File: config.mk
export PLATFORM = sky130hd
export DESIGN_NAME = gpm_port
export DESIGN_NICKNAME = d
export VERILOG_FILES = /design/src/pkg/gpm_pkg.sv /design/src/core/gpm_port.sv
export VERILOG_INCLUDE_DIRS = /design/src /design/src/pkg
export SDC_FILE = /design/constraint.sdc
export NUM_CORES = 1
export LEC_CHECK = 0
export ABC_AREA = 1
export BUFFER_PORTS_ARGS = -buffer_cell sky130_fd_sc_hd__buf_2
export CELL_PAD_IN_SITES_DETAIL_PLACEMENT = 1
export CELL_PAD_IN_SITES_GLOBAL_PLACEMENT = 2
export CORE_ASPECT_RATIO = 0.5
export CORE_UTILIZATION = 26
export DETAILED_ROUTE_END_ITERATION = 8
export PLACE_DENSITY_LB_ADDON = 0.1
export SYNTH_ARGS = -nofsm -noshare
export SYNTH_HDL_FRONTEND = slang
export SYNTH_SLANG_ARGS = --single-unit
File: constraint.sdc
create_clock -name CLK -period 1 [get_ports CLK]
set_clock_uncertainty 0.05 [all_clocks]
set_input_delay 0 -clock CLK [delete_from_list [all_inputs] [get_ports CLK]]
set_output_delay 0 -clock CLK [all_outputs]
set_load 0.01 [all_outputs]
File: src/pkg/gpm_cfg.svh
`ifndef GPM_CFG_SVH
`define GPM_CFG_SVH

// ----------------------------------------------------------------
// Register offsets (byte addresses on the register port)
// ----------------------------------------------------------------
`define GPM_OFS_MODE_LO 8'h00
`define GPM_OFS_MODE_HI 8'h04
`define GPM_OFS_INPUT 8'h08
`define GPM_OFS_LATCH 8'h0C
`define GPM_OFS_SET 8'h10
`define GPM_OFS_CLR 8'h14

// ----------------------------------------------------------------
// Field layout, mode codes and reset values
// ----------------------------------------------------------------
`define GPM_PINS 8
`define GPM_MODE_W 4
`define GPM_MODE_ANALOG 4'h0
`define GPM_MODE_IN_FLOAT 4'h4
`define GPM_MODE_IN_PULL 4'h8
`define GPM_MODE_OUT_PP 4'h1
`define GPM_MODE_OUT_OD 4'h5
`define GPM_MODE_ALT_PP 4'h9
`define GPM_MODE_ALT_OD 4'hD
`define GPM_MODE_RESET 16'h4444
`define GPM_LATCH_RESET 8'h00

`endif

File: src/pkg/gpm_pkg.sv
package gpm_pkg;

  // Pad controls of one pin, as handed to the pad ring.
  typedef struct packed {
    logic analog;
    logic pull_up;
    logic pull_down;
    logic oe;
    logic out;
  } gpm_pad_t;

endpackage : gpm_pkg

File: src/core/gpm_port.sv
// Design decisions made here: the placing of the registers and the plain strobed port.
`timescale 1ns/100ps
`default_nettype none
`include "gpm_cfg.svh"

// One eight-pin port: per-pin mode fields, an output latch with a
// bit-set and bit-clear path, and a synchronised input level register.
//
// Software sees six word registers on the register port. The two mode
// words hold four bits a pin, pins three to zero in the low word and
// pins seven to four in the high word, pin seven on top. The input level
// word is read only. The output latch reads and writes, and the set and
// clear words are write only and act on the latch bit by bit.
// Writes land at the edge that samples the strobe, reads answer in the
// next cycle, and pad controls follow one edge after what feeds them.
// Pins need three edges to reach the input level word, so a read issued
// straight after a pin change still shows the old level.
module gpm_port
  import gpm_pkg::*;
(
  input wire logic CLK,
  input wire logic RESET,
  input wire logic [7:0] ADDR,
  input wire logic [31:0] WDATA,
  input wire logic WR,
  input wire logic RD,
  output logic [31:0] RDATA,
  input wire logic [7:0] PIN_IN,
  input wire logic [7:0] ALT_OUT,
  output var gpm_pad_t [7:0] PAD
);

  // ----------------------------------------------------------------
  // Register state
  // ----------------------------------------------------------------

  // Mode fields, pins three to zero in the low word.
  logic [15:0] mode_lo;
  // Mode fields, pins seven to four in the high word.
  logic [15:0] mode_hi;
  // Output latch; also picks the pull direction of pulled inputs.
  logic [7:0] pin_output_latch;
  // Level of each pin as software sees it.
  logic [7:0] pin_input_level;
  // First and second synchroniser stages.
  logic [7:0] sync_a;
  logic [7:0] sync_b;
  // Both mode words side by side, indexed by pin.
  logic [31:0] mode_all;
  // Next pad controls, decoded from mode, latch and peripheral.
  gpm_pad_t [7:0] next_pad;
  // Next read data.
  logic [31:0] next_rdata;

  assign mode_all = {mode_hi, mode_lo};

  // ----------------------------------------------------------------
  // Register writes
  // ----------------------------------------------------------------

  // Mode words. The high word holds pin seven in its top nibble.
  always_ff @(posedge CLK) begin
    if (RESET) begin
      mode_lo <= `GPM_MODE_RESET;
      mode_hi <= `GPM_MODE_RESET;
    end else if (WR) begin
      // A write to another offset leaves both words alone.
      if (ADDR == `GPM_OFS_MODE_LO) begin
        mode_lo <= WDATA[15:0];
      end
      if (ADDR == `GPM_OFS_MODE_HI) begin
        mode_hi <= WDATA[15:0];
      end
    end
  end

  // Output latch: direct write, bit-set and bit-clear.
  // The set path lets software touch one pin without a read-modify-write,
  // so an interrupt between read and write cannot undo another change.
  always_ff @(posedge CLK) begin
    if (RESET) begin
      pin_output_latch <= `GPM_LATCH_RESET;
    end else if (WR) begin
      case (ADDR)
        `GPM_OFS_LATCH: begin
          pin_output_latch <= WDATA[7:0];
        end
        `GPM_OFS_SET: begin
          // Ones set bits; zeros leave bits as they are.
          pin_output_latch <= pin_output_latch | WDATA[7:0];
        end
        `GPM_OFS_CLR: begin
          // Ones clear bits; zeros leave bits as they are.
          pin_output_latch <= pin_output_latch & ~WDATA[7:0];
        end
        default: begin
          // Other offsets do not touch the latch.
          pin_output_latch <= pin_output_latch;
        end
      endcase
    end
  end

  // ----------------------------------------------------------------
  // Input path
  // ----------------------------------------------------------------

  // Two-stage synchroniser; pins are asynchronous to CLK.
  always_ff @(posedge CLK) begin
    if (RESET) begin
      sync_a <= 8'h00;
      sync_b <= 8'h00;
    end else begin
      sync_a <= PIN_IN;
      sync_b <= sync_a;
    end
  end

  // Input level register. Analog pins have no digital receiver, so they
  // read as one; other pins show the synchronised level. Pin seven is the
  // module type pin and is handled like any other.
  always_ff @(posedge CLK) begin
    if (RESET) begin
      pin_input_level <= 8'h00;
    end else begin
      for (int i = 0; i < `GPM_PINS; i++) begin
        if (mode_all[i*4 +: 4] == `GPM_MODE_ANALOG) begin
          pin_input_level[i] <= 1'b1;
        end else begin
          pin_input_level[i] <= sync_b[i];
        end
      end
    end
  end

  // ----------------------------------------------------------------
  // Pad control decode
  // ----------------------------------------------------------------

  // Decode each pin's mode. Codes with no defined meaning fall back to a
  // floating input, so a bad write can never fight an outside driver.
  always_comb begin
    for (int i = 0; i < `GPM_PINS; i++) begin
      next_pad[i] = '0;
      case (mode_all[i*4 +: 4])
        `GPM_MODE_ANALOG: begin
          next_pad[i].analog = 1'b1;
        end
        `GPM_MODE_IN_FLOAT: begin
          // No pull and driver off: the defaults already say so.
          next_pad[i].oe = 1'b0;
        end
        `GPM_MODE_IN_PULL: begin
          // Latch one pulls up, latch zero pulls down.
          next_pad[i].pull_up = pin_output_latch[i];
          next_pad[i].pull_down = ~pin_output_latch[i];
        end
        `GPM_MODE_OUT_PP: begin
          next_pad[i].oe = 1'b1;
          next_pad[i].out = pin_output_latch[i];
        end
        `GPM_MODE_OUT_OD: begin
          // Drive only while the latch asks for low; high is external.
          next_pad[i].oe = ~pin_output_latch[i];
        end
        `GPM_MODE_ALT_PP: begin
          next_pad[i].oe = 1'b1;
          next_pad[i].out = ALT_OUT[i];
        end
        `GPM_MODE_ALT_OD: begin
          // Peripheral low pulls the pin down; no internal pull-up.
          next_pad[i].oe = ~ALT_OUT[i];
        end
        default: begin
          next_pad[i] = '0;
        end
      endcase
    end
  end

  // Pad controls leave from flip-flops, which costs one cycle of latency
  // but keeps decode glitches off the pins.
  always_ff @(posedge CLK) begin
    if (RESET) begin
      PAD <= '0;
    end else begin
      PAD <= next_pad;
    end
  end

  // ----------------------------------------------------------------
  // Register reads
  // ----------------------------------------------------------------

  // Read mux; unmapped offsets read zero.
  always_comb begin
    next_rdata = 32'h0000_0000;
    case (ADDR)
      `GPM_OFS_MODE_LO: begin
        next_rdata = {16'h0000, mode_lo};
      end
      `GPM_OFS_MODE_HI: begin
        next_rdata = {16'h0000, mode_hi};
      end
      `GPM_OFS_INPUT: begin
        next_rdata = {24'h000000, pin_input_level};
      end
      `GPM_OFS_LATCH: begin
        next_rdata = {24'h000000, pin_output_latch};
      end
      default: begin
        // Set and clear registers are write-only and read zero.
        next_rdata = 32'h0000_0000;
      end
    endcase
  end

  // Read data stands only in the cycle after the read strobe.
  always_ff @(posedge CLK) begin
    if (RESET) begin
      RDATA <= 32'h0000_0000;
    end else if (RD) begin
      RDATA <= next_rdata;
    end else begin
      RDATA <= 32'h0000_0000;
    end
  end

  // Cycles since reset release, saturating, for checks looking back.
  logic [1:0] up_cnt;
  always_ff @(posedge CLK) begin
    if (RESET) begin
      up_cnt <= 2'd0;
    end else if (up_cnt != 2'd3) begin
      up_cnt <= up_cnt + 2'd1;
    end
  end

  for (genvar g = 0; g < `GPM_PINS; g++) begin : g_chk

  end
endmodule : gpm_port
`default_nettype wire

; Word level (Yosys, flattened, before mapping)
; Cells that the tools add are included.
[totals]
ff_bits = 136
input_bits = 60
output_inout_bits = 72
[classes]
eq_ne = 45
n_mux = 34
bitwise = 28
n_reduce_logical = 30
[ops]
columns = operator, n
row1 = $eq 4x4->1 const B, 24
row2 = $pmux 16 s4, 1
row3 = $reduce_or 2->1, 17
row4 = $eq 4x1->1 const B, 8
row5 = $eq 4x3->1 const B, 8
row6 = $logic_not 4->1, 8
row7 = $not 1->1, 25
row8 = $pmux 1 s3, 8
row9 = $pmux 8 s3, 1
row10 = $eq 8x4->1 const B, 2
row11 = $eq 8x5->1 const B, 2
row12 = $mux 1, 16
row13 = $pmux 1 s2, 8
row14 = $and 8x8->8, 1
row15 = $eq 8x3->1 const B, 1
row16 = $logic_not 8->1, 1
row17 = $not 8->8, 1
row18 = $or 8x8->8, 1
row19 = $reduce_and 2->1, 3
row20 = $reduce_bool 3->1, 1

; Longest topological paths before layout
; Gate-level depths: netlist (run 1).
[depth]
depth_word = 3
mapped_depth = 11
mapped_depth_nobuf = 9

; Least setup slack after synthesis (run 1)
; Ideal clock, no wire load.
[synth_path]
kind = input to register
startpoint = input port ADDR[6]
endpoint = register mode_lo[0]
setup_ns = 0.113
arrival_ns = 0.927
slack_ns = -0.090
stages = 10
n_path_buf = 2
path_cell_list = inv_1 -> nand2_2 -> nor2_4 -> buf_6 -> inv_4 -> nor2_8 -> nand2_2 -> buf_6 -> o21ai_1 -> nor2_1
[synth_via]
elab_chain_len = 2
[synth_lines]
columns = element, line
row1 = start: declaration, gpm_port.sv:23  ; input wire logic [7:0] ADDR,
row2 = $logic_not 8->1, --
row3 = $reduce_and 2->1 (no line), --
row4 = end signal: assignment, gpm_port.sv:64  ; mode_lo <= `GPM_MODE_RESET;
row5 = end signal: assignment, gpm_port.sv:69  ; mode_lo <= WDATA[15:0];
row6 = end: declaration, gpm_port.sv:38  ; logic [15:0] mode_lo;
; Every way passes these cells.
; A chain may end at the register's enable or synchronous reset.

; Worst setup path in the final report (run 1)
[layout_path]
startpoint = register mode_hi[3]
endpoint = register pin_input_level[4]
[layout_via]
elab_chain_len = 2
[layout_lines]
columns = element, line
row1 = start: declaration, gpm_port.sv:40  ; logic [15:0] mode_hi;
row2 = start signal: assignment, gpm_port.sv:65  ; mode_hi <= `GPM_MODE_RESET;
row3 = start signal: assignment, gpm_port.sv:72  ; mode_hi <= WDATA[15:0];
row4 = $logic_not 4->1, --
row5 = $mux 1, gpm_port.sv:127  ; if (mode_all[i*4 +: 4] == `GPM_MODE_ANALOG) begin
row6 = end signal: indexed assignment, gpm_port.sv:130  ; pin_input_level[i] <= sync_b[i];
row7 = end: declaration, gpm_port.sv:44  ; logic [7:0] pin_input_level;
; Every way passes these cells.

==> reports/metrics.yaml, run 1 <==
status: "finished, violations left"
violations: "hold timing"
finalSetupViolations: 0
worstPathCellList: "inv_2 > nand4_1 > o21ai_1"
tns_ns: 0
synth_top_area_share_pct: 52.8
cts_tree: "done"
hpwl_mm: 11.2
synth_ff_type: "dfxtp_1"
die_height_um: 95.6
routed_wl_mm: 15.4
numPortBuffers: 99
fin_crit_sh_pct: 96.3
ant_nets: 0
slowest_stage: "dfxtp_4"
nNetsFinal: 828
antenna_cells: 0
cap_violations: 0
clockBufferDepth: 2
dp.cells: 944
dr.pass1.iters: 4
final_area_um2: 6770
power_frac_seq_pct: 41.6
p_per_area_nw_per_um2: 1720
grt_pass1_vias: 4396
grt_max_degree: 41
yosys-top-cells-area: "dfxtp_1, nor2_1, nand2_1"
cts-root-buf: "clkbuf_16"
worstSetupPathType: "reg2reg"
clkSinkCount: 120
drc: 0
ys_warn_count: 0
grt.total_usage_pct: 17.9
fillCellCount: 2017
num_vias: 4401
htreeDepth: 4
holdCritPathClass: "in2reg"
synth_cell_types: 31
report.final.slew_viol_count: 0
regArea_um2: 2420
hold_violations: 2
coreArea_um2: 16700
wire_per_inst_um: 15.3
worstSkewPairLatency_ns: 0.41
cp.required_ns: 1.30
multiInputGateArea_um2: 1790
yosys.area.top_type: "dfxtp_1"
cp-start-kind: "register"
cp_num_buf_inv: 1
cpPeakStageDelay_ns: 0.37
cp.arrival_ns: 1.26
yosysMostFrequentCell: "dfxtp_1"
dpl_worst_slack_ns: -0.359
cp-end-kind: "register"
rows: 33
path_max_fanout: 5
area_growth_pct: 48.8
cts_buffers: 17
dieArea_um2: 18100
intPower_mw: 8.91
antenna_found_initial: 0
drt-initial-drc-count: 190
start_util_pct: 27.2
synth-edff-count: 0
switchingPower_mw: 2.70
fin_cells: 1008
min_period_ns: 0.963
avgSynthCellArea_um2: 7.90
drive_gt1_share_pct: 31.1
io_pins: 132
max_freq_mhz: 1040
p_comb_share_pct: 5.1
setup_ws_ns: 0.0370
gp_congestion: 0.795
grt_pass1_wl_mm: 23.9
post-route-util_pct: 40.5
async_flop_share_pct: 0
peakVddDrop_uv: 1180
yosys_register_bits: 120
die-width_um: 189
cpLargestDelayFamily: "flip-flops"
path_clk_slew_ns: 0.06
clkPwrFrac_pct: 53.2
synth_area_um2: 4550
synth_commonest_cells: "dfxtp_1, nor2_1, nand2_1"
hold_ws_ns: -0.00321
viasPerCell: 4.37
switching_share_pct: 23.3
p_leak_nw: 3.00
grt.overflow.total: 0
dpl_cell_area_um2: 5760
synth_seq_area_share_pct: 52.8
syn-instance-count: 576
-- worst paths after layout --
check / start / to / slack [ns] / depth (start not counted)
min reg2reg: sync_a[2] / sync_b[2] / 0.35 / 2
min: RESET / PAD[39] / -0.003 / 3
max: mode_hi[3] / pin_input_level[4] / 0.04 / 3
max reg2reg: mode_hi[3] / pin_input_level[4] / 0.04 / 3
-- power by group through the flow --
| stage | sequential (mW) | combinational (mW) | clock (mW) |
|---|---|---|---|
| finish | 4.84 | 0.594 | 6.18 |
| floorplan | 4.94 | 0.261 | 0 |
| global placement | 4.95 | 0.491 | 0 |
| detailed placement | 4.95 | 0.490 | 0 |
| global route | 4.84 | 0.651 | 6.56 |
| CTS | 4.84 | 0.591 | 6.32 |
-- layer usage --
metal / track usage, % / part of all wire, % / up-vias
met3: 3.20 / 3.9 / 7
met2: 28.0 / 44 / 84
li1: - / - / 2206
met1: 24.9 / 52 / 2104
met4: 5.44 / 0.60 / 0
met5: 0 / 0 / -
-- flip-flops by register name, summed over array words and instances (netlist names) --
name / count
PAD: 40
RDATA: 16
mode_hi: 16
mode_lo: 16
pin_input_level: 8
pin_output_latch: 8
sync_a: 8
sync_b: 8
-- cell type report --
type | instances | area share [%]
clock inverter | 13 | 2.16
tap | 227 | 4.19
multi-input combinational | 364 | 26.4
sequential | 120 | 35.7
inverter | 71 | 4.27
clock buffer | 19 | 6.69
timing repair buffer | 194 | 20.5
-- worst reg2reg max path: stages, from the launching register on --
cell and delay [ns]:
dfxtp_4 0.37, inv_2 0.07, nand4_1 0.23, o21ai_1 0.19
-- cells in the final DEF, fill, tap and decap left out, types with 3 or more instances in the layout --
cell           count
nand2_1           70
nand3_1           31
clkinvlp_4         5
o211ai_1           7
inv_1             62
nor2_1           109
dfxtp_1          107
o21ai_1           22
clkinv_4           3
inv_2              6
o21ai_2            4
clkbuf_16         17
buf_4             55
o21ai_0           29
conb_1            16
nand4_1           17
nor2_4             4
a21oi_1           23
dlygate4sd3_1     32
dfxtp_2           12
buf_12             8
inv_6              4
buf_2             99
a211oi_1           5
nand2_2            6
-- what timing repair did --
action                                  in CTS  in global routing
hold buffers                                33                  0
pin swaps                                    2                  9
endpoints found under the setup margin       7                 33
buffers inserted                             0                  1
gates resized for setup                      8                 44
endpoints found under the hold margin       75                  0
-- metrics by stage --
step                total power, mW  hold slack [ns]
floorplan                      5.20           0.0570
global placement               5.44            0.158
detailed placement             5.44            0.158
CTS                            11.8          -0.0133
global route                   12.1          0.00619
finish                         11.6         -0.00321
-- kinds of logic after synthesis --
group           Yosys count  synth area share (%)
flops                   120                  52.8
other cells               1                0.0824
simple gates            256                  25.2
buf+inv                 107                  11.1
compound gates           92                  10.8
(Power assumes the default switching activity.)
==> run 2: changes to the inputs <==
Settings changed: SETUP_SLACK_MARGIN from default to 0.1.
==> reports/metrics.yaml, run 2 (synthesis results as in run 1) <==
wire_per_inst_um: 16.3  # +6.6%
hold_violations: 0  # -2
layout_common_cells: "nor2_1, buf_2, dfxtp_1"
grt_pass1_vias: 4491  # +2.2%
worstSkewPairLatency_ns: 0.42  # about the same
grt.overflow.total: 0  # unchanged
antenna_cells: 0  # unchanged
final_area_um2: 7870  # +16%
cap_violations: 0  # unchanged
cts-root-buf: "clkbuf_16"
holdCritPathClass: "in2reg"
cp.arrival_ns: 1.26  # about the same
grt_pass1_wl_mm: 24.8  # +3.8%
io_pins: 132  # unchanged
routed_wl_mm: 16.8  # +8.9%
p_leak_nw: 3.38  # +13%
regArea_um2: 2500  # +3.4%
area_growth_pct: 72.8
multiInputGateArea_um2: 2240  # +25%
final_common_cell: "nor2_1"
max_freq_mhz: 1030  # -0.71%
cp.required_ns: 1.29  # about the same
drc: 0  # unchanged
cts_buffers: 17  # unchanged
numPortBuffers: 99  # unchanged
status: "completed"
cts_tree: "done"
die_height_um: 95.6  # unchanged
gp_congestion: 0.754  # -5.1%
cp-start-kind: "register"
fillCellCount: 1927  # -4.5%
hpwl_mm: 11.2  # about the same
grt_max_degree: 36  # -12%
largest-register: "PAD"
nNetsFinal: 849  # +2.5%
path_max_fanout: 5  # unchanged
report.final.slew_viol_count: 0  # unchanged
largest_reg_flops: 40  # unchanged
start_util_pct: 27.2  # unchanged
clkSinkCount: 120  # unchanged
total_power_mw: 12.1  # +4.5%
path_clk_slew_ns: 0.06  # about the same
grt.total_usage_pct: 18.7  # +0.90 points
dieArea_um2: 18100  # unchanged
antenna_found_initial: 0  # unchanged
min_period_ns: 0.970  # +0.00688 ns
drt-initial-drc-count: 218  # +15%
clockBufferDepth: 2  # unchanged
fin_crit_sh_pct: 97.0  # +0.69 points
die-width_um: 189  # unchanged
ant_nets: 0  # unchanged
coreArea_um2: 16700  # unchanged
finalSetupViolations: 0  # unchanged
dpl_cell_area_um2: 5760  # unchanged
drive_gt1_share_pct: 50.6  # +20 points
worstSetupPathType: "reg2reg"
peakVddDrop_uv: 1250  # +5.8%
p_per_area_nw_per_um2: 1540  # -10%
viasPerCell: 4.46  # +2.1%
tns_ns: 0  # unchanged
dr.pass1.iters: 5  # +1
htreeDepth: 4  # unchanged
cp-end-kind: "register"
rows: 33  # unchanged
num_vias: 4587  # +4.2%
rsz0062_at_grt: "true"
-- run 2: cell count changes in the layout (fill, tap and decap cells not counted), sizes merged, moves of 2 or more --
cell,before,now
clkbuf,19,21
buf,162,179
clkinvlp,5,2
inv,73,70
clkinv,4,9
bufinv,2,4
-- run 2: repair_timing --
action	CTS	global route
gates cloned	1	4
endpoints found under the setup margin	94	144
pin swaps	24	75
buffers inserted	12	10
hold endpoints to repair	64	0
gates resized for setup	99	203
hold buffers	33	0
-- run 2: through the flow --
step                setup slack, ns  util, %  hold slack, ns  std cells
finish                       0.0301     47.0          0.0109       1029
global route                -0.0491     47.0         0.00831       1029
global placement             -0.343     34.5           0.151        940
detailed placement           -0.369     34.5           0.159        940
floorplan                   -0.0702        -          0.0570        591
CTS                         0.00830     42.1         0.00296       1017
-- run 2: layer usage --
metal | wire [um] | global-route usage [%]
met4 | 138 | 5.85
met1 | 8370 | 25.8
met3 | 697 | 3.79
met2 | 7570 | 29.5
met5 | 0 | 0
-- run 2: area by class of cell --
type / instances / share of cell area, %
Multi-Input combinational cell: 364 / 28.5
Sequential cell: 120 / 31.8
Inverter: 71 / 3.95
Tap cell: 227 / 3.61
Clock inverter: 14 / 2.53
Timing Repair Buffer: 215 / 24.0
Clock buffer: 18 / 5.58
-- run 2: path summary, 6_finish.rpt --
path	start	endpoint	slack [ns]	depth (start not counted)
max	mode_hi[3]	pin_input_level[4]	0.03	3
max reg2reg	mode_hi[3]	pin_input_level[4]	0.03	3
min reg2reg	sync_a[4]	sync_b[4]	0.35	2
min	WR	pin_output_latch[6]	0.01	4
-- run 2: critical path, cell delays in order (launching register included) --
cell and delay [ns]:
dfxtp_4 0.37, inv_2 0.06, nand4_1 0.22, o21ai_1 0.19
-- run 2: where the power goes --
group	internal, mW	switching (mW)
sequential	4.79	0.0161
combinational	0.312	0.379
clock	4.25	2.39
total	9.35	2.79
==> run 3: changes to the inputs <==
==> constraint.sdc (replaced) <==
create_clock -name CLK -period 1 [get_ports CLK]
set_clock_uncertainty 0.05 [all_clocks]
set_input_delay 0.1 -clock CLK [delete_from_list [all_inputs] [get_ports CLK]]
set_output_delay 0.1 -clock CLK [all_outputs]
set_load 0.01 [all_outputs]
==> reports/metrics.yaml, run 3 (synthesis results as in run 1) <==
num_vias: 4562  # -0.55%
start_util_pct: 27.2  # unchanged
ant_nets: 0  # unchanged
fin_crit_sh_pct: 101  # +3.8 points
routed_wl_mm: 17.0  # +1.3%
grt_max_degree: 32  # -11%
power_frac_seq_pct: 40.7  # +1.1 points
drive_gt1_share_pct: 54.9  # +4.3 points
final_common_cell: "nor2_1"
hpwl_mm: 11.6  # +3.6%
worstSetupPathType: "reg2out"
htreeDepth: 4  # unchanged
dpl_cell_area_um2: 5800  # +0.69%
nNetsFinal: 854  # +0.59%
top_usage_layer: "met2"
dieArea_um2: 18100  # unchanged
cap_violations: 0  # unchanged
holdCritPathClass: "in2reg"
wire_per_inst_um: 16.4  # +0.85%
cpLargestDelayFamily: "flip-flops"
path_max_fanout: 1  # -4
cp-start-kind: "register"
cp.arrival_ns: 0.86  # -0.40 ns
intPower_mw: 8.93  # -4.5%
drc: 0  # unchanged
coreArea_um2: 16700  # unchanged
cp.required_ns: 0.85  # -0.44 ns
crit_cells: 1  # -2
antenna_cells: 0  # unchanged
antenna_found_initial: 0  # unchanged
final_area_um2: 7970  # +1.3%
viasPerCell: 4.41  # -1.0%
worstPathCellList: "buf_6"
min_period_ns: 1.01  # +0.0379 ns
io_pins: 132  # unchanged
r2r_cells: 3  # unchanged
p_leak_nw: 3.46  # +2.4%
drt-initial-drc-count: 136  # -38%
grt_use_met2_pct: 30.9  # +1.4 points
p_comb_share_pct: 6.2  # +0.5 points
cts-root-buf: "clkbuf_16"
post-route-util_pct: 47.7  # +0.63 points
path_clk_slew_ns: 0.06  # about the same
max_freq_mhz: 992  # -3.8%
p_per_area_nw_per_um2: 1480  # -4.3%
cts_tree: "done"
cts_buffers: 17  # unchanged
area_growth_pct: 75.1
cpPeakStageDelay_ns: 0.33  # -0.04 ns
peakVddDrop_uv: 1240  # -1.0%
grt_pass1_wl_mm: 26.0  # +5.0%
worstSkewPairLatency_ns: 0.42  # about the same
layout_common_cells: "nor2_1, buf_2, dfxtp_1"
multiInputGateArea_um2: 2370  # +5.4%
rsz0062_at_grt: "true"
clockBufferDepth: 2  # unchanged
rows: 33  # unchanged
gp_congestion: 0.856  # +14%
switching_share_pct: 24.2  # +1.2 points
slowest_stage: "dfxtp_2"
setup_ws_ns: -0.00779  # -0.0379 ns
numPortBuffers: 99  # unchanged
grt.total_usage_pct: 19.6  # +0.87 points
report.final.slew_viol_count: 0  # unchanged
dr.pass1.iters: 4  # -1
tns_ns: -0.0118  # -0.0118 ns
status: "finished, violations left"
clkSinkCount: 120  # unchanged
largest-register: "PAD"
cp_num_buf_inv: 1  # unchanged
finalSetupViolations: 5  # +5
grt.overflow.total: 0  # unchanged
switchingPower_mw: 2.85  # +2.1%
grtUsageMet3_pct: 3.97  # +0.18 points
use_met1_pct: 27.1  # +1.3 points
die_height_um: 95.6  # unchanged
whs_path_depth: 5  # +1
violations: "setup timing"
fillCellCount: 1926  # -0.052%
die-width_um: 189  # unchanged
clkPwrFrac_pct: 53.1  # -1.6 points
hold_violations: 0  # unchanged
grt_pass1_vias: 4613  # +2.7%
largest_reg_flops: 40  # unchanged
regArea_um2: 2510  # +0.20%
cp-end-kind: "output pin"
run 3: cell types whose count changed in the layout (fill, tap and decap cells not counted), moves of 6 or more:
| cell | change |
|---|---|
| nand2_4 | +7 |
| a21oi_2 | +9 |
| o21ai_2 | +10 |
| o21ai_1 | -7 |
| nand2_1 | -12 |
| a21oi_1 | -9 |
| nor2_1 | +6 |
| buf_4 | +10 |
run 3: through the flow:
step                      std cells  power (mW)  setup WS, ns  hold slack [ns]
after global routing           1034        12.3       -0.0380           0.0225
after detailed placement        947        5.45        -0.456            0.260
after floorplan                 591        5.21        -0.170            0.157
final                          1034        11.8      -0.00779           0.0244
after global placement          947        5.45        -0.412            0.257
after CTS                      1022        11.9       -0.0241           0.0153
run 3: power by group through the flow:
| stage | registers [mW] | logic (mW) | clock network, mW |
|---|---|---|---|
| after global placement | 4.95 | 0.505 | 0 |
| after floorplan | 4.94 | 0.270 | 0 |
| final | 4.80 | 0.727 | 6.26 |
| after global routing | 4.80 | 0.789 | 6.66 |
| after detailed placement | 4.95 | 0.510 | 0 |
| after CTS | 4.83 | 0.664 | 6.37 |
run 3: what timing repair did:
action,CTS,global route
cloned,2,0
setup endpoints to repair,123,152
setup buffers,11,11
pin swaps,63,90
hold buffers,30,5
hold endpoints to repair,58,8
gates resized for setup,193,162
run 3: metal layers:
metal  part of all wire [%]  vias up
li1                       -     2277
met1                     49     2174
met2                     45       97
met3                    4.5       14
met4                   0.93        0
met5                      0        -
run 3: cell type report:
class                           instances  share of cell area [%]
Sequential cell                       120                    31.5
Multi-Input combinational cell        364                    29.7
Timing Repair Buffer                  220                    23.8
Clock buffer                           19                    5.68
Inverter                               71                    3.94
Tap cell                              227                    3.56
Clock inverter                         13                    1.82
run 3: worst paths after layout:
check | from | endpoint | slack, ns
worst max-delay path | RDATA[15] | RDATA[15] | -0.008
worst min-delay path | ALT_OUT[3] | PAD[15] | 0.02
worst max register to register | mode_hi[0] | pin_input_level[4] | 0.03
worst min register to register | sync_a[0] | sync_b[0] | 0.35
